===== config.mk =====
export PLATFORM = sky130hd
export DESIGN_NAME = ivx_ctrl
export DESIGN_NICKNAME = d
export VERILOG_FILES = /design/src/include/ivx_pkg.sv /design/src/design/ivx_ctrl.sv
export SDC_FILE = /design/constraint.sdc
export NUM_CORES = 1
export LEC_CHECK = 0
export ABC_AREA = 1
export BUFFER_PORTS_ARGS = -buffer_cell sky130_fd_sc_hd__buf_2
export CORE_MARGIN = 3
export CORE_UTILIZATION = 51
export DETAILED_ROUTE_END_ITERATION = 12
export GPL_TIMING_DRIVEN = 0
export PLACE_DENSITY = 0.91
export SETUP_SLACK_MARGIN = 0.15
export SLEW_MARGIN = 20
export SYNTH_ARGS = -nofsm -noshare
export SYNTH_HDL_FRONTEND = slang
export SYNTH_SLANG_ARGS = --single-unit

===== constraint.sdc =====
create_clock -name clk_sys -period 1.41 [get_ports clk_sys]
set_input_delay 0.0705 -clock clk_sys [delete_from_list [all_inputs] [get_ports clk_sys]]
set_output_delay 0.0705 -clock clk_sys [all_outputs]
set_load 0.01 [all_outputs]

===== src/include/ivx_pkg.sv =====
// constants, register map and state types of the vector placement and external irq block
package ivx_pkg;

    // register indices; byte address is four times the index
    localparam logic [5:0] IVX_IDX_MCU_CONTROL   = 6'h35;
    localparam logic [5:0] IVX_IDX_SENSE_CTRL    = 6'h20;
    localparam logic [5:0] IVX_IDX_EXT_MASK      = 6'h21;
    localparam logic [5:0] IVX_IDX_EXT_FLAG      = 6'h22;
    localparam logic [5:0] IVX_IDX_PC_CTRL       = 6'h23;
    localparam logic [5:0] IVX_IDX_PC_FLAG       = 6'h24;
    localparam logic [5:0] IVX_IDX_PC_MASK0      = 6'h25;
    localparam logic [5:0] IVX_IDX_PC_MASK1      = 6'h26;
    localparam logic [5:0] IVX_IDX_PC_MASK2      = 6'h27;
    localparam logic [5:0] IVX_IDX_STATUS        = 6'h28;

    // mcu_control field positions
    localparam int IVX_BIT_VCE = 0;
    localparam int IVX_BIT_VSEL = 1;
    localparam int IVX_BIT_PUD = 4;

    // reset values
    localparam logic [7:0] IVX_RST_BYTE = 8'h00;
    localparam logic [23:0] IVX_RST_PC_MASK = 24'h00_0000;

    // sense encodings
    localparam logic [1:0] IVX_SENSE_LOW  = 2'b00;
    localparam logic [1:0] IVX_SENSE_ANY  = 2'b01;
    localparam logic [1:0] IVX_SENSE_FALL = 2'b10;
    localparam logic [1:0] IVX_SENSE_RISE = 2'b11;

    // request indices on irq_req and irq_ack_id
    localparam logic [2:0] IVX_REQ_EXT_A = 3'h0;
    localparam logic [2:0] IVX_REQ_EXT_B = 3'h1;
    localparam logic [2:0] IVX_REQ_PC0   = 3'h2;
    localparam logic [2:0] IVX_REQ_PC1   = 3'h3;
    localparam logic [2:0] IVX_REQ_PC2   = 3'h4;
    localparam int IVX_NUM_REQ = 5;

    // group 1 has no pin 15
    localparam logic [7:0] IVX_PC1_VALID = 8'h7F;

    // timing: change window in cpu cycles, instructions held after the select write
    localparam int IVX_VCE_CYCLES = 4;
    localparam logic [2:0] IVX_VCE_CNT_INIT = 3'(IVX_VCE_CYCLES);
    localparam logic [1:0] IVX_POST_INSTR = 2'h2;

    typedef struct packed {
        logic        global_irq_enable;
        logic        exec_in_boot;
        logic        instr_done;
        logic        irq_ack;
        logic [2:0]  irq_ack_id;
    } ivx_core_t;

    typedef struct packed {
        logic        app_lock_bit;
        logic        boot_lock_bit;
        logic [1:0]  boot_size_fuses;
    } ivx_fuse_t;

    typedef struct packed {
        logic        ack;
        logic [7:0]  rdata;
        logic        vector_select;
        logic        vector_change_enable;
        logic [2:0]  vce_cnt;
        logic [1:0]  post_cnt;
        logic        pullup_disable;
        logic [3:0]  sense;
        logic [1:0]  ext_en;
        logic [1:0]  ext_flag;
        logic [2:0]  pc_en;
        logic [2:0]  pc_flag;
        logic [23:0] pc_mask;
        logic [1:0]  ext_prev;
        logic [23:0] pc_prev;
        logic        primed;
    } ivx_state_t;

endpackage : ivx_pkg

===== src/design/ivx_ctrl.sv =====
// vector placement control, external and pin-change interrupt detection
`timescale 1ns/1ns
module ivx_ctrl
    import ivx_pkg::*;
#(
    parameter int FLASH_WORDS    = 8192,
    parameter int BOOT_MIN_WORDS = 128
)
(
    input  wire logic                          clk_sys,
    input  wire logic                          rst_b,
    input  wire logic [7:0]                    avs_address,
    input  wire logic                          avs_read,
    input  wire logic                          avs_write,
    input  wire logic [31:0]                   avs_writedata,
    input  wire logic [3:0]                    avs_byteenable,
    output logic      [31:0]                   avs_readdata,
    output logic                               avs_waitrequest,
    input  wire ivx_core_t                     core,
    input  wire ivx_fuse_t                     fuse,
    input  wire logic                          io_clk_run,
    input  wire logic                          ext_irq_pin_a,
    input  wire logic                          ext_irq_pin_b,
    input  wire logic [23:0]                   pin_change_inputs,
    output logic      [$clog2(FLASH_WORDS)-1:0] vector_base,
    output logic      [IVX_NUM_REQ-1:0]        irq_req,
    output logic                               irq_blocked,
    output logic                               wake_req,
    output logic                               pullup_disable
);

    localparam int AW = $clog2(FLASH_WORDS);

    // sizes the vector base logic cannot serve stop elaboration
    if (FLASH_WORDS != (1 << AW) || BOOT_MIN_WORDS < 1
        || (BOOT_MIN_WORDS << 3) > FLASH_WORDS)
    begin : g_size_check
        $error("ivx_ctrl: flash and boot sizes must be powers of two that fit");
    end

    ivx_state_t st;
    ivx_state_t next_st;

    logic [5:0]  idx;
    logic        take;
    logic        wr;
    logic [7:0]  wbyte;
    logic [1:0]  ext_pin;
    logic [1:0]  ext_edge;
    logic [1:0]  ext_level;
    logic [1:0]  ext_clr;
    logic [2:0]  pc_clr;
    logic [23:0] pc_valid_mask;
    logic [23:0] pc_change;
    logic [2:0]  pc_group_hit;
    logic        vce_set_now;
    logic        lock_block;
    logic [AW-1:0] boot_words;
    logic [IVX_NUM_REQ-1:0] raw_req;
    logic [IVX_NUM_REQ-1:0] req_en;
    logic [7:0]  rd_byte;

    assign idx   = avs_address[7:2];
    // one wait state: request taken at the edge where waitrequest is low
    assign take  = (avs_read || avs_write) && st.ack;
    assign wr    = take && avs_write && avs_byteenable[0];
    assign wbyte = avs_writedata[7:0];
    assign avs_waitrequest = (avs_read || avs_write) && !st.ack;
    assign avs_readdata    = {24'h00_0000, st.rdata};
    assign pullup_disable  = st.pullup_disable;
    // a request held past its answer starts a fresh wait cycle

    assign ext_pin = {ext_irq_pin_b, ext_irq_pin_a};
    // group 1 bit 15 does not exist and never counts
    assign pc_valid_mask = st.pc_mask & {8'hFF, IVX_PC1_VALID, 8'hFF};

    assign boot_words = AW'(BOOT_MIN_WORDS << (2'd3 - fuse.boot_size_fuses));

    assign vector_base = st.vector_select ? AW'(FLASH_WORDS - int'(boot_words))
                                          : '0;

    assign lock_block = (st.vector_select && fuse.app_lock_bit && !core.exec_in_boot)
                     || (!st.vector_select && fuse.boot_lock_bit && core.exec_in_boot);

    assign vce_set_now = wr && (idx == IVX_IDX_MCU_CONTROL) && wbyte[IVX_BIT_VCE];
    // lock blocking shows on irq_blocked too, so the core sees one gate

    // block from the cycle enable is set until the window lapses, or after a select write until after the next instruction
    // blocking is local; the core global enable is only read here
    assign irq_blocked = vce_set_now || st.vector_change_enable
                      || (st.post_cnt != 2'h0) || lock_block;

    always_comb
    begin
        ext_edge  = 2'b00;
        ext_level = 2'b00;
        ext_clr   = 2'b00;
        for (int i = 0; i < 2; i++)
        begin
            // compare against the sampled value of the previous cycle
            // edges only while the io clock runs
            // deep sleep stops io clock, so edges are lost there
            if (st.primed && io_clk_run)
            begin
                case (st.sense[2*i +: 2])
                    IVX_SENSE_ANY:  ext_edge[i] = ext_pin[i] ^ st.ext_prev[i];
                    IVX_SENSE_FALL: ext_edge[i] = !ext_pin[i] && st.ext_prev[i];
                    IVX_SENSE_RISE: ext_edge[i] = ext_pin[i] && !st.ext_prev[i];
                    default:        ext_edge[i] = 1'b0;
                endcase
            end
            ext_level[i] = (st.sense[2*i +: 2] == IVX_SENSE_LOW) && !ext_pin[i];
            ext_clr[i] = (wr && (idx == IVX_IDX_EXT_FLAG) && wbyte[i])
                      || (core.irq_ack && (core.irq_ack_id == 3'(i)));
        end
    end

    always_comb
    begin
        // pins are read whatever their direction
        pc_change = (pin_change_inputs ^ st.pc_prev) & pc_valid_mask;
        for (int g = 0; g < 3; g++)
        begin
            pc_group_hit[g] = st.primed && (pc_change[8*g +: 8] != 8'h00);
            pc_clr[g] = (wr && (idx == IVX_IDX_PC_FLAG) && wbyte[g])
                     || (core.irq_ack && (core.irq_ack_id == 3'(g) + IVX_REQ_PC0));
        end
    end

    // pin change wake path bypasses the io clock
    // low level wake path bypasses the io clock
    // wake is combinational so it works with every clock stopped
    assign wake_req = |(ext_level & st.ext_en) | |(pc_group_hit & st.pc_en);

    // level requests vanish with the level; wake alone does not latch one
    assign raw_req = {st.pc_flag,
                      (st.sense[3:2] == IVX_SENSE_LOW) ? ext_level[1] : st.ext_flag[1],
                      (st.sense[1:0] == IVX_SENSE_LOW) ? ext_level[0] : st.ext_flag[0]};
    assign req_en  = {st.pc_en, st.ext_en};

    // own enable, global enable and no blocking
    assign irq_req = (raw_req & req_en)
                   & {IVX_NUM_REQ{core.global_irq_enable && !irq_blocked}};

    always_comb
    begin
        case (idx)
            IVX_IDX_MCU_CONTROL:
                rd_byte = {3'b000, st.pullup_disable, 2'b00,
                           st.vector_select, st.vector_change_enable};
            IVX_IDX_SENSE_CTRL: rd_byte = {4'h0, st.sense};
            IVX_IDX_EXT_MASK:   rd_byte = {6'h00, st.ext_en};
            IVX_IDX_EXT_FLAG:   rd_byte = {6'h00, st.ext_flag};
            IVX_IDX_PC_CTRL:    rd_byte = {5'h00, st.pc_en};
            IVX_IDX_PC_FLAG:    rd_byte = {5'h00, st.pc_flag};
            IVX_IDX_PC_MASK0:   rd_byte = pc_valid_mask[7:0];
            IVX_IDX_PC_MASK1:   rd_byte = pc_valid_mask[15:8];
            IVX_IDX_PC_MASK2:   rd_byte = pc_valid_mask[23:16];
            IVX_IDX_STATUS:     rd_byte = {6'h00, lock_block, irq_blocked};
            // unmapped reads return zero
            default:            rd_byte = 8'h00;
        endcase
    end

    always_comb
    begin
        next_st = st;
        next_st.ack = (avs_read || avs_write) && !st.ack;
        if ((avs_read || avs_write) && !st.ack)
        begin
            next_st.rdata = rd_byte;
        end
        next_st.primed   = 1'b1;
        next_st.ext_prev = ext_pin;
        next_st.pc_prev  = pin_change_inputs;

        // unwritten window runs down over four cycles
        // hardware clears change enable after four cycles
        if (st.vector_change_enable)
        begin
            next_st.vce_cnt = st.vce_cnt - 3'h1;
            if (st.vce_cnt == 3'h1)
            begin
                next_st.vector_change_enable = 1'b0;
            end
        end
        if (st.post_cnt != 2'h0 && core.instr_done)
        begin
            next_st.post_cnt = st.post_cnt - 2'h1;
        end

        if (wr)
        begin
            case (idx)
                IVX_IDX_MCU_CONTROL:
                begin
                    next_st.pullup_disable = wbyte[IVX_BIT_PUD];
                    // timed two-step sequence guards the select bit
                    if (wbyte[IVX_BIT_VCE])
                    begin
                        next_st.vector_change_enable = 1'b1;
                        next_st.vce_cnt = IVX_VCE_CNT_INIT;
                    end
                    else if (st.vector_change_enable)
                    begin
                        // select write ends the window at once
                        next_st.vector_select = wbyte[IVX_BIT_VSEL];
                        next_st.vector_change_enable = 1'b0;
                        next_st.vce_cnt = 3'h0;
                        // hold through the write and the one after
                        next_st.post_cnt = IVX_POST_INSTR;
                    end
                end
                IVX_IDX_SENSE_CTRL: next_st.sense = wbyte[3:0];
                IVX_IDX_EXT_MASK:   next_st.ext_en = wbyte[1:0];
                IVX_IDX_PC_CTRL:    next_st.pc_en = wbyte[2:0];
                IVX_IDX_PC_MASK0:   next_st.pc_mask[7:0] = wbyte;
                IVX_IDX_PC_MASK1:   next_st.pc_mask[15:8] = wbyte & IVX_PC1_VALID;
                IVX_IDX_PC_MASK2:   next_st.pc_mask[23:16] = wbyte;
                default:            next_st.pc_mask = st.pc_mask;
            endcase
        end

        // set beats clear; level mode keeps the flag at zero
        for (int i = 0; i < 2; i++)
        begin
            if (next_st.sense[2*i +: 2] == IVX_SENSE_LOW)
            begin
                next_st.ext_flag[i] = 1'b0;
            end
            else
            begin
                next_st.ext_flag[i] = ext_edge[i] || (st.ext_flag[i] && !ext_clr[i]);
            end
        end
        // pin change flags: set beats clear as well
        next_st.pc_flag = pc_group_hit | (st.pc_flag & ~pc_clr);
    end

    always_ff @(posedge clk_sys)
    begin
        if (!rst_b)
        begin
            st <= '{ack: 1'b0, rdata: IVX_RST_BYTE, vector_select: 1'b0,
                    vector_change_enable: 1'b0, vce_cnt: 3'h0, post_cnt: 2'h0,
                    pullup_disable: 1'b0, sense: 4'h0, ext_en: 2'h0,
                    ext_flag: 2'h0, pc_en: 3'h0, pc_flag: 3'h0,
                    pc_mask: IVX_RST_PC_MASK, ext_prev: 2'h0,
                    pc_prev: 24'h00_0000, primed: 1'b0};
        end
        else
        begin
            st <= next_st;
        end
    end

endmodule : ivx_ctrl


## Word level (Yosys, flattened, before mapping)

Cells that the tools add are included.

| storage, ports and cells | value |
|---|---|
| output and inout port bits | 54 |
| register bits | 81 |

| operators by class | value |
|---|---|
| shift operators | 1 |
| add/subtract/negate cells | 4 |
| muxes and demuxes | 19 |
| eq/ne operators | 21 |
| reductions and logical operators | 78 |
| bitwise gates (word level) | 14 |

Operators with widths:

| operator | count |
|---|---|
| one-hot mux 8 bit (10 select lines) | 1 |
| equality test 6 bit, second input constant | 10 |
| logical AND 1 bit | 36 |
| two-way mux 13 bit | 2 |
| AND 24 bit | 1 |
| nonzero test 8 bit | 3 |
| XOR 24 bit | 1 |
| left shift 8 x 2 -> 13 bit, first input constant | 1 |
| subtractor 1 x 13 -> 13 bit, first input constant | 1 |
| logical OR 1 bit | 12 |
| two-way mux 4 bit | 3 |
| AND reduction 2 bit | 6 |
| AND 5 bit | 2 |
| zero test 1 bit | 10 |
| equality test 2 bit, second input constant | 4 |
| zero test 2 bit | 4 |
| two-way mux 7 bit | 1 |
| AND 3 bit | 2 |
| equality test 3 x 1 -> 1 bit, second input constant | 2 |
| equality test 3 x 2 -> 1 bit, second input constant | 2 |
| two-way mux 1 bit | 6 |
| two-way mux 2 bit | 3 |
| two-way mux 6 bit | 1 |
| one-hot mux 1 bit (3 select lines) | 2 |
| other kinds (16) | 21 |

## Logic depth before layout (Yosys ltp)

Gate-level depths: netlist (run 1).

| logic depth | value |
|---|---|
| depth after elaboration | 12 |
| gate-level depth with buffers | 11 |

## Least setup slack after synthesis (run 1)

OpenSTA, ideal clock, no wires.

| timing path | value |
|---|---|
| kind | register to register |
| from | register st[72] (netlist name) |
| to | register st, in the netlist avs_readdata[0] |
| library setup time | 0.132 ns |
| slack | 0.139 ns |
| arrival | 1.139 ns |
| clock period less this slack | 1.271 ns |
| cell stages (with the launch flop) | 10 |
| data required time | 1.278 ns |
| path buffers | 0 |
| path through | dfxtp_1 inv_1 nand3_1 o21ai_0 nor2_1 nand2_1 a21oi_1 nand2_1 nand2_1 a21oi_1 |

| between the ends | value |
|---|---|
| cells in the longest elaborated chain, start to end | 6 |
| elaborated cells on any way between the ends | 8 |
| those cells by class | mux: 1; reduce/logical: 7 |

RTL lines:

| what | RTL line | source |
|---|---|---|
| from (decl) | ivx_ctrl.sv:41 | `ivx_state_t st;` |
| from (signal assigned) | ivx_ctrl.sv:244 | `st <= '{ack: 1'b0, rdata: IVX_RST_BYTE, vector_select: 1'b0,` |
| from (signal assigned) | ivx_ctrl.sv:253 | `st <= next_st;` |
| zero test 1 bit | ivx_ctrl.sv:83 | `\|\| (!st.vector_select && fuse.boot_lock_bit && core.exec_in_boot);` |
| logical AND 1 bit (2 in series) | ivx_ctrl.sv:83 |  |
| logical OR 1 bit * | ivx_ctrl.sv:83 |  |
| logical OR 1 bit * | ivx_ctrl.sv:91 | `\|\| (st.post_cnt != 2'h0) \|\| lock_block;` |
| via irq_blocked | ivx_ctrl.sv:27 | `output logic irq_blocked,` |
| one-hot mux 8 bit (10 select lines) * | ivx_ctrl.sv:147 | `case (idx)` |

The timed path passes the listed nets; every way through them passes the cells marked *.
A chain may end at the register's enable or synchronous reset.

## Worst setup path after layout (run 1)

| timing path | value |
|---|---|
| from | register st[6] (netlist name) |
| to | output wake_req |

| between the ends | value |
|---|---|
| cells in the longest elaborated chain, start to end | 7 |

RTL lines:

| what | RTL line | source |
|---|---|---|
| XOR 24 bit | ivx_ctrl.sv:121 | `pc_change = (pin_change_inputs ^ st.pc_prev) & pc_valid_mask;` |
| AND 24 bit | ivx_ctrl.sv:121 |  |
| nonzero test 8 bit | ivx_ctrl.sv:124 | `pc_group_hit[g] = st.primed && (pc_change[8*g +: 8] != 8'h00);` |
| logical AND 1 bit | ivx_ctrl.sv:124 |  |
| AND 3 bit | ivx_ctrl.sv:133 | `assign wake_req = \|(ext_level & st.ext_en) \| \|(pc_group_hit & st.pc_en);` |
| OR reduction 3 bit | ivx_ctrl.sv:133 |  |
| bitwise OR 1 bit | ivx_ctrl.sv:133 |  |
| to (decl) | ivx_ctrl.sv:28 | `output logic wake_req,` |

Every way passes these cells.

==> summary.txt, run 1 <==
Status
  – Status: complete, but fails checks
  – Failing checks: negative setup slack

Synth
  – Asr flop ratio synth: 0
  – Syn Area/Cell: 6.63 sq um
  – Number of synthesized flops with an enable pin: 0
  – Synth Instances: 651
  – Synth top area cells: dfxtp_1, nand2_1, inv_1, buf_4, a21oi_1
  – Mapped Area: 4320 sq um
  – Top cells by instance count after synthesis: nand2_1, inv_1, dfxtp_1, a21oi_1, nand3_1
  – Synth Register Bits: 80
  – Area share of the largest cell type after synthesis: 0.371
  – Top_reg_cell synth: dfxtp_1
  – Sequential area share after synthesis: 0.371
  – Distinct cells, synth: 36
  – Most common cell in the netlist: nand2_1
  – Post-synth top area cell: dfxtp_1
  – Ys Warns: 0

Critical path
  – Worst path cell trace: o21ai_2, a21oi_2, nor3_2, nand2_1, nand3_1, nand2_1, inv_1, nand2_1, buf_2
  – Worst path top cell family by delay: simple AND/OR/NAND/NOR gates
  – Critical path type: register to output pin
  – Crit path DAT: 1.62 ns
  – Startpoint types: register
  – Setup crit end kind: output pin
  – Bufs and invs on worst path: 2
  – Worst EP required: 1.34 ns
  – Cell mode on critical path: nand2_1
  – CP max stage delay: 0.35 ns
  – Crit path max-delay cell type: dfxtp_1
  – Crit Path Max Fanout: 2

Route
  – WL final: 13600 microns
  – Wire length per cell: 14.7 microns
  – Via/cell ratio: 5.20
  – Post-route ant nets: 0
  – TritonRoute pass-1 iters: 5
  – DR iter-0 viols: 381
  – Drt drc: 0
  – Vias post-DR: 4821

CTS
  – Root Driver: clkbuf_8
  – CTS clock-pin slew for the worst setup and hold paths: 0.09 ns
  – CTS sink count: 80
  – Deepest level of the CTS H-tree: 3
  – Worst-case clock buffer depth: 2
  – Num CTS Buffers: 9
  – CTS tree: yes
  – Worst skew pair latency: 0.36 ns

GRT
  – Vias in the first global route: 4598
  – First-pass GRT wire length: 20900 microns
  – Congestion Overflow GR: 0
  – Initial antenna violation count: 0
  – GRT Overall Usage: 0.268
  – Largest net degree at the start of global routing: 15

Placed design
  – I/O Buffers: 78
  – DP Area: 4950 sq um
  – DP Worst Slack: -0.205 ns
  – Final HPWL DP: 9330 microns
  – GPL Wtd Cong: 0.920
  – Post-Place Cells: 861

Timing
  – Final Slew Violations: 0
  – Setup TNS: -1.59 ns
  – Actual slew at the worst max-slew pin: 0.649 ns
  – Fin. Hold Viols: 0
  – Setup violations, final: 9
  – RSZ-0062 raised after global routing: true
  – Final period util: 1.20
  – Layout Skew: 0.00898 ns
  – WHS: 0.0342 ns
  – Tmin final: 1.69 ns
  – Final WS setup: -0.284 ns
  – Fmax: 0.590 GHz
  – Worst slew margin: 0.567

Die
  – # rows: 32
  – Die Span Y: 98.0 microns
  – Initial Util: 0.542
  – Horiz. Die Dim: 98.0 microns
  – Core Region: 7970 sq um
  – Die area: 9610 sq um
  – I/O pin count: 140

Finish
  – Fin util: 0.747
  – Final Non-Filler Cells: 927
  – Nets@finish: 915
  – Share of cells above drive strength 1: 0.295
  – Final instance area: 5950 sq um
  – ANT cells: 0
  – Layout area overhead: 37.7%

Power and ir drop
  – Total chip power: 4.68 mW
  – Leakage power: 2.91 nW
  – Peak supply drop: 512 uV
  – Cell Pwr Density: 787 nW/um^2

Hold path
  – Worst hold path class: input pin to register

Run
  – Max-cap violations: 0
[kinds of logic after synthesis]
family	synth area share
AO/OA/AOI/OAI	0.150
adder cells (fa/ha/maj)	0.0261
AND/OR/NAND/NOR	0.264
flip-flops	0.371
other	0.000868
XOR/XNOR	0.00203
buffers and inverters	0.186
[placed cells by master (no fill, tap or decap), drive strengths merged, types with 3 or more instances in the layout]
master / n
nor3: 4
clkbuf: 23
nor2: 50
ha: 9
clkinv: 6
nand2: 154
a31oi: 4
conb: 31
dfxtp: 80
a21oi: 58
nand4: 5
buf: 143
nand3: 49
inv: 118
o211ai: 5
o21ai: 42
o22ai: 3
dlygate4sd3: 26
a211oi: 3
[area by class of cell]
class                           instances  area [sq um]
Clock buffer                           10           138
Multi-Input combinational cell        427          2300
Fill cell                             596          2020
Tap cell                              102           128
Sequential cell                        80          1620
Timing Repair Buffer                  128           871
Clock inverter                          6          42.5
Buffer                                 54           384
Inverter                              120           469
[state kept, by name, summed over array words and instances (netlist names)]
signal,flops
st,40
raw_req,3
avs_readdata,8
pc_valid_mask,23
req_en,5
pullup_disable,1
[timing repair]
action,in CTS,in global routing
endpoints found under the hold margin,26,0
hold buffers,26,0
buffers inserted,17,7
pin swaps,17,16
resized for setup,59,57
setup endpoints to repair,60,30
[power breakdown]
group	internal, mW	total (mW)	switching (mW)
clock network	0.691	1.59	0.902
registers	2.31	2.34	0.0294
logic	0.330	0.750	0.420
total	3.33	4.68	1.35
[worst min-delay path: cells and delay by family]
kind	cells	cell delay, ns
AO/OA/AOI/OAI	2	0.17
buffers and inverters	1	0.12
[final timing paths]
path | from | end | slack (ns) | cells after the start
min reg2reg | avs_readdata[3] | avs_readdata[3] | 0.47 | 2
max | st[6] | wake_req | -0.28 | 9
max reg2reg | st[11] | raw_req[3] | -0.28 | 10
min | avs_writedata[6] | pc_valid_mask[14] | 0.03 | 3
[metal layers]
| metal | part of all wire | vias up | GRT usage |
|---|---|---|---|
| li1 | - | 2322 | - |
| met1 | 0.39 | 2173 | 0.336 |
| met2 | 0.48 | 282 | 0.441 |
| met3 | 0.096 | 44 | 0.0529 |
| met4 | 0.030 | 0 | 0.129 |
| met5 | 0 | - | 0 |
Power figures use the tool's default switching activity.
==> inputs of run 2 (changes only) <==
--- a/config.mk
+++ b/config.mk
@@ -8,10 +8,10 @@
 export ABC_AREA = 1
 export BUFFER_PORTS_ARGS = -buffer_cell sky130_fd_sc_hd__buf_2
 export CORE_MARGIN = 3
-export CORE_UTILIZATION = 51
+export CORE_UTILIZATION = 46
 export DETAILED_ROUTE_END_ITERATION = 12
 export GPL_TIMING_DRIVEN = 0
-export PLACE_DENSITY = 0.91
+export PLACE_DENSITY = 0.87
 export SETUP_SLACK_MARGIN = 0.15
 export SLEW_MARGIN = 20
 export SYNTH_ARGS = -nofsm -noshare
==> constraint.sdc (replaced) <==
create_clock -name clk_sys -period 1.42 [get_ports clk_sys]
set_input_delay 0.071 -clock clk_sys [delete_from_list [all_inputs] [get_ports clk_sys]]
set_output_delay 0.071 -clock clk_sys [all_outputs]
set_load 0.01 [all_outputs]
==> run 2 against run 1 <==
The run still ends with negative setup slack left. Core utilization down 5.4 points. Clock skew up 0.0030 ns. Flip-flop and latch count stayed put. Sequential share of layout area fell by 1.1 points. Worst setup slack got worse by 0.053 ns. Power about the same. Largest cell class unchanged. Critical path depth up 2. Register-to-register slack improved by 0.12 ns. Routed wire length is 6.4% higher. First-iteration DRC count grew 79%.
==> summary.txt, run 2 (synthesis results as in run 1) <==
Timing
  – Final period util: 1.24
  – Tmin final: 1.76 ns
  – Worst slew margin: 0.527 (-0.0407)
  – RSZ-0062 raised after global routing: true
  – Layout Skew: 0.0119 ns (+0.00295 ns)
  – Fmax: 0.569 GHz
  – Final Slew Violations: 0 (unchanged)
  – Fin. Hold Viols: 0 (unchanged)
  – Setup violations, final: 11 (+2)
  – Final WS setup: -0.338 ns (-0.0534 ns)
  – Setup TNS: -2.12 ns (-0.530 ns)
  – Actual slew at the worst max-slew pin: 0.710 ns (+0.0611 ns)

Die
  – Core Region: 8930 sq um (+12%)
  – # rows: 34 (+6.3%)
  – Die area: 10600 sq um (+10%)
  – Horiz. Die Dim: 103 microns (+5.0%)
  – I/O pin count: 140 (unchanged)
  – Die Span Y: 103 microns (+5.0%)
  – Initial Util: 0.483 (-0.0586)

Run
  – Max-cap violations: 0 (unchanged)

Critical path
  – Crit. Startpoint: st[13]
  – Crit Path Max Fanout: 2 (unchanged)
  – Worst path top cell family by delay: simple AND/OR/NAND/NOR gates
  – Cell mode on critical path: nand2_1
  – Crit path max-delay cell type: dfxtp_2
  – Crit path depth: 11 (+2)
  – Startpoint types: register
  – Reg2reg start: st[66]
  – Worst EP required: 1.35 ns (about the same)
  – Worst setup path end: wake_req
  – R2R depth: 12 (+2)
  – Setup crit end kind: output pin
  – Worst path cell trace: inv_2, nand2_1, nand3_1, nand2_1, nor2_1, nand4_1, nand3_1, nand2_1, inv_1, nand2_1, buf_2
  – Bufs and invs on worst path: 3 (+1)
  – Crit path DAT: 1.69 ns (+0.07 ns)
  – Reg2Reg Capture Point: avs_readdata[0]
  – R2r setup slk: -0.16 ns (+0.12 ns)
  – CP max stage delay: 0.33 ns (-0.02 ns)
  – Critical path type: register to output pin

CTS
  – Worst skew pair latency: 0.37 ns (about the same)
  – CTS tree: yes
  – Num CTS Buffers: 9 (unchanged)
  – Worst-case clock buffer depth: 2 (unchanged)
  – CTS sink count: 80 (unchanged)
  – Root Driver: clkbuf_8
  – Deepest level of the CTS H-tree: 3 (unchanged)
  – CTS clock-pin slew for the worst setup and hold paths: 0.08 ns (about the same)

Status
  – Failing checks: negative setup slack
  – Status: complete, but fails checks

Finish
  – Nets@finish: 922 (+0.77%)
  – Layout area overhead: 43.2%
  – Most common cell after layout, fill and taps aside: nand2_1
  – Largest reg by FF count: st
  – Commonest non-fill, non-tap cells in the layout: nand2_1, inv_1, buf_2, dfxtp_1, buf_4
  – ANT cells: 0 (unchanged)
  – Final instance area: 6180 sq um (+4.0%)
  – Share of cells above drive strength 1: 0.314 (+0.0195)
  – Number of flip-flops in the largest register: 40 (unchanged)

GRT
  – Vias in the first global route: 4213 (-8.4%)
  – Congestion Overflow GR: 0 (unchanged)
  – First-pass GRT wire length: 19900 microns (-5.0%)
  – Initial antenna violation count: 0 (unchanged)
  – Largest net degree at the start of global routing: 13 (-2)
  – GRT Overall Usage: 0.240 (-0.0281)

Route
  – Post-route ant nets: 0 (unchanged)
  – Vias post-DR: 4926 (+2.2%)
  – TritonRoute pass-1 iters: 8 (+3)
  – WL final: 14500 microns (+6.4%)
  – Via/cell ratio: 5.25 (+0.87%)
  – Wire length per cell: 15.4 microns (+5.1%)
  – Drt drc: 0 (unchanged)
  – DR iter-0 viols: 682 (+79%)

Power and ir drop
  – Cell Pwr Density: 756 nW/um^2 (-3.9%)
  – Peak supply drop: 523 uV (+2.1%)
  – Leakage power: 3.08 nW (+5.6%)

Placed design
  – DP Area: 4960 sq um (+0.15%)
  – DP Worst Slack: -0.200 ns (+0.00511 ns)
  – GPL Wtd Cong: 0.947 (+2.9%)
  – I/O Buffers: 78 (unchanged)
  – Final HPWL DP: 8660 microns (-7.2%)

Hold path
  – Worst hold path class: input pin to register
## run 2: worst min-delay path by stage
stage | startpoint | endpoint | depth (start not counted)
after floorplan | rst_b | st[0] | 0
after global placement | pin_change_inputs[9] | st[10] | 3
after detailed placement | pin_change_inputs[13] | st[14] | 3
after CTS | avs_writedata[6] | pc_valid_mask[6] | 3
after global routing | avs_writedata[3] | pc_valid_mask[11] | 3
final | avs_writedata[6] | pc_valid_mask[22] | 3
## run 2: metrics by stage
step                hold slack [ns]  power [mW]   util  cells
floorplan                    0.0987        2.68      -    681
global placement              0.276        2.86  0.555    867
detailed placement            0.284        2.88  0.555    867
CTS                         0.00719        4.56  0.641    925
global route                 0.0299        4.83  0.692    939
finish                       0.0280        4.68  0.692    939
## run 2: tightest hold or removal path: cells and delay by family
kind	cells	cell delay, ns
buf+inv	1	0.13
compound gates	2	0.16
## run 2: cell type report
| class | count | area [sq um] |
|---|---|---|
| fillers | 676 | 2750 |
| multi-input cells | 427 | 2410 |
| flip-flops and latches | 80 | 1610 |
| repair buffers | 135 | 991 |
| inverters | 120 | 474 |
| plain buffers | 54 | 384 |
| clock buffers | 12 | 155 |
| well taps | 108 | 135 |
| clock inverters | 3 | 17.5 |
## run 2: routing by layer
| metal | part of all wire | global-route usage | vias up | routed length [microns] |
|---|---|---|---|---|
| li1 | - | - | 2340 | - |
| met5 | 0 | 0 | - | 0 |
| met2 | 0.45 | 0.372 | 339 | 6540 |
| met3 | 0.11 | 0.0609 | 69 | 1610 |
| met4 | 0.041 | 0.0936 | 0 | 591 |
| met1 | 0.40 | 0.320 | 2178 | 5760 |
## run 2: what timing repair did
item,CTS,global route
gates resized for setup,58,110
endpoints found under the hold margin,27,0
cloned,0,2
endpoints found under the setup margin,60,35
pin swaps,17,18
buffers inserted,16,12
hold buffers,27,0
## run 2: report_power, final
part           internal [mW]  total, mW  switching, mW  leakage (nW)
Sequential              2.29       2.32         0.0263         0.655
Combinational          0.348      0.788          0.440          2.33
Clock                  0.716       1.57          0.854        0.0882
Total                   3.36       4.68           1.32          3.08
==> inputs of run 3 (changes only) <==
--- a/config.mk
+++ b/config.mk
@@ -12,6 +12,7 @@
 export DETAILED_ROUTE_END_ITERATION = 12
 export GPL_TIMING_DRIVEN = 0
 export PLACE_DENSITY = 0.87
+export RECOVER_POWER = 50
 export SETUP_SLACK_MARGIN = 0.15
 export SLEW_MARGIN = 20
 export SYNTH_ARGS = -nofsm -noshare
==> run 3 against run 2 <==
The run still ends with negative setup slack left. Register-to-register slack better by 0.02 ns. Power is 0.19% lower. Worst hold slack better by 0.0072 ns. Highest routed layer unchanged. Critical path depth stayed put. First-iteration DRC count is 4.0% lower. Final cell count stayed put. Clock-buffer cell count stayed put. Flip-flop and latch count stayed put. Critical endpoint unchanged. Combinational power hardly changed.
==> summary.txt, run 3 (synthesis results as in run 1) <==
Finish
  – Fin util: 0.690 (-0.00182)
  – Final instance area: 6170 sq um (-0.26%)
  – Reg area: 1610 sq um (about the same)
  – ANT cells: 0 (unchanged)
  – Largest reg by FF count: st
  – Number of flip-flops in the largest register: 40 (unchanged)
  – Final Non-Filler Cells: 939 (unchanged)
  – Commonest non-fill, non-tap cells in the layout: nand2_1, inv_1, dfxtp_1, buf_2, buf_4
  – Multi-input logic area: 2410 sq um (unchanged)
  – Layout area overhead: 42.8%
  – Filler cell count in the final layout: 678 (+0.30%)
  – Share of cells above drive strength 1: 0.301 (-0.0132)
  – Most common cell after layout, fill and taps aside: nand2_1
  – Nets@finish: 922 (unchanged)

Route
  – Via/cell ratio: 5.29 (+0.81%)
  – Post-route ant nets: 0 (unchanged)
  – Vias post-DR: 4966 (+0.81%)
  – TritonRoute pass-1 iters: 6 (-2)
  – DR iter-0 viols: 655 (-4.0%)
  – WL final: 14500 microns (+0.28%)
  – Drt drc: 0 (unchanged)
  – Wire length per cell: 15.5 microns (+0.28%)

Timing
  – Worst slew margin: 0.546 (+0.0193)
  – Layout Skew: 0.0107 ns (-0.00122 ns)
  – Fin. Hold Viols: 0 (unchanged)
  – Setup violations, final: 33 (+22)
  – Fmax: 0.566 GHz (-0.54%)
  – Final WS setup: -0.347 ns (-0.00955 ns)
  – Final period util: 1.24 (+0.00673)
  – Tmin final: 1.77 ns (+0.00955 ns)
  – Actual slew at the worst max-slew pin: 0.681 ns (-0.0289 ns)
  – Setup TNS: -3.02 ns (-0.897 ns)
  – Final Slew Violations: 0 (unchanged)
  – RSZ-0062 raised after global routing: true

CTS
  – Root Driver: clkbuf_8
  – CTS clock-pin slew for the worst setup and hold paths: 0.08 ns (about the same)
  – Worst skew pair latency: 0.37 ns (about the same)
  – Num CTS Buffers: 9 (unchanged)
  – Deepest level of the CTS H-tree: 3 (unchanged)
  – Worst-case clock buffer depth: 2 (unchanged)
  – CTS tree: yes
  – CTS sink count: 80 (unchanged)

Critical path
  – Worst EP required: 1.35 ns (about the same)
  – Setup crit end kind: output pin
  – Crit Path Max Fanout: 2 (unchanged)
  – CP max stage delay: 0.33 ns (about the same)
  – Cell mode on critical path: nand2_1
  – Worst path cell trace: inv_2, nand2_1, nand3_1, nand2_1, nor2_1, nand4_1, nand3_1, nand2_1, inv_1, nand2_1, buf_2
  – Startpoint types: register
  – Critical path type: register to output pin
  – Crit path DAT: 1.70 ns (about the same)
  – Crit path max-delay cell type: dfxtp_2

Placed design
  – Post-Place Cells: 867 (unchanged)
  – GPL Wtd Cong: 0.947 (unchanged)
  – Final HPWL DP: 8660 microns (unchanged)
  – DP Area: 4960 sq um (unchanged)
  – I/O Buffers: 78 (unchanged)

Die
  – I/O pin count: 140 (unchanged)
  – Horiz. Die Dim: 103 microns (unchanged)
  – Core Region: 8930 sq um (unchanged)
  – Initial Util: 0.483 (unchanged)
  – Die Span Y: 103 microns (unchanged)
  – # rows: 34 (unchanged)
  – Die area: 10600 sq um (unchanged)

GRT
  – Initial antenna violation count: 0 (unchanged)
  – GRT Overall Usage: 0.240 (unchanged)
  – First-pass GRT wire length: 19900 microns (unchanged)
  – Vias in the first global route: 4213 (unchanged)
  – Largest net degree at the start of global routing: 13 (unchanged)
  – Congestion Overflow GR: 0 (unchanged)

Power and ir drop
  – Cell Pwr Density: 756 nW/um^2 (about the same)
  – Leakage power: 3.03 nW (-1.5%)
  – Total chip power: 4.67 mW (-0.19%)
  – Peak supply drop: 521 uV (-0.24%)

Run
  – Max-cap violations: 0 (unchanged)

Status
  – Failing checks: negative setup slack
  – Status: complete, but fails checks

Hold path
  – Worst hold path class: input pin to register
run 3: cell types whose count changed in the layout (fill, tap and decap cells not counted), sizes merged:
cell and change:
clkinvlp +1, buf -11, clkbuf +11, clkinv -1
run 3: path summary, 6_finish.rpt:
path	start	to	slack (ns)	cells past startpoint
min	avs_writedata[6]	pc_valid_mask[22]	0.04	3
min reg2reg	avs_readdata[3]	avs_readdata[3]	0.47	2
max reg2reg	st[66]	avs_readdata[0]	-0.14	12
max	st[13]	wake_req	-0.35	11
run 3: metrics by stage:
| step | worst slack (ns) | hold slack, ns |
|---|---|---|
| 2_1_floorplan | 0.206 | 0.0987 |
| 3_3_place_gp | -0.134 | 0.276 |
| 3_5_place_dp | -0.200 | 0.284 |
| 4_1_cts | -0.280 | 0.00719 |
| 5_1_grt | -0.443 | 0.0299 |
| 6_report | -0.347 | 0.0352 |
run 3: area by class of cell:
class,count,area share
plain buffers,54,0.0623
clock buffers,12,0.0252
clock inverters,3,0.00284
inverters,120,0.0769
multi-input cells,427,0.391
flip-flops and latches,80,0.261
well taps,108,0.0219
repair buffers,135,0.158
run 3: timing repair:
action | CTS | global route
gates cloned | 0 | 2
gates resized for setup | 58 | 110
endpoints found under the hold margin | 27 | 0
hold buffers | 27 | 0
pin swaps | 17 | 18
endpoints found under the setup margin | 60 | 35
setup buffers | 16 | 12
run 3: worst max-delay path, delay by kind of cell (launching register included):
family	cells	cell delay [ns]
buffers and inverters	3	0.23
and+or+nand+nor	8	0.77
DFF	1	0.33
run 3: report_power, final:
| part | switching (mW) | internal [mW] | total, mW | leakage [nW] |
|---|---|---|---|---|
| registers | 0.0265 | 2.29 | 2.32 | 0.655 |
| clock network | 0.847 | 0.717 | 1.56 | 0.0882 |
| logic | 0.440 | 0.345 | 0.785 | 2.29 |
run 3: layer usage:
| metal | GRT usage | vias to the layer above | share of wire |
|---|---|---|---|
| met2 | 0.372 | 353 | 0.45 |
| met4 | 0.0936 | 0 | 0.041 |
| li1 | - | 2345 | - |
| met1 | 0.320 | 2194 | 0.39 |
| met3 | 0.0609 | 74 | 0.12 |
| met5 | 0 | - | 0 |
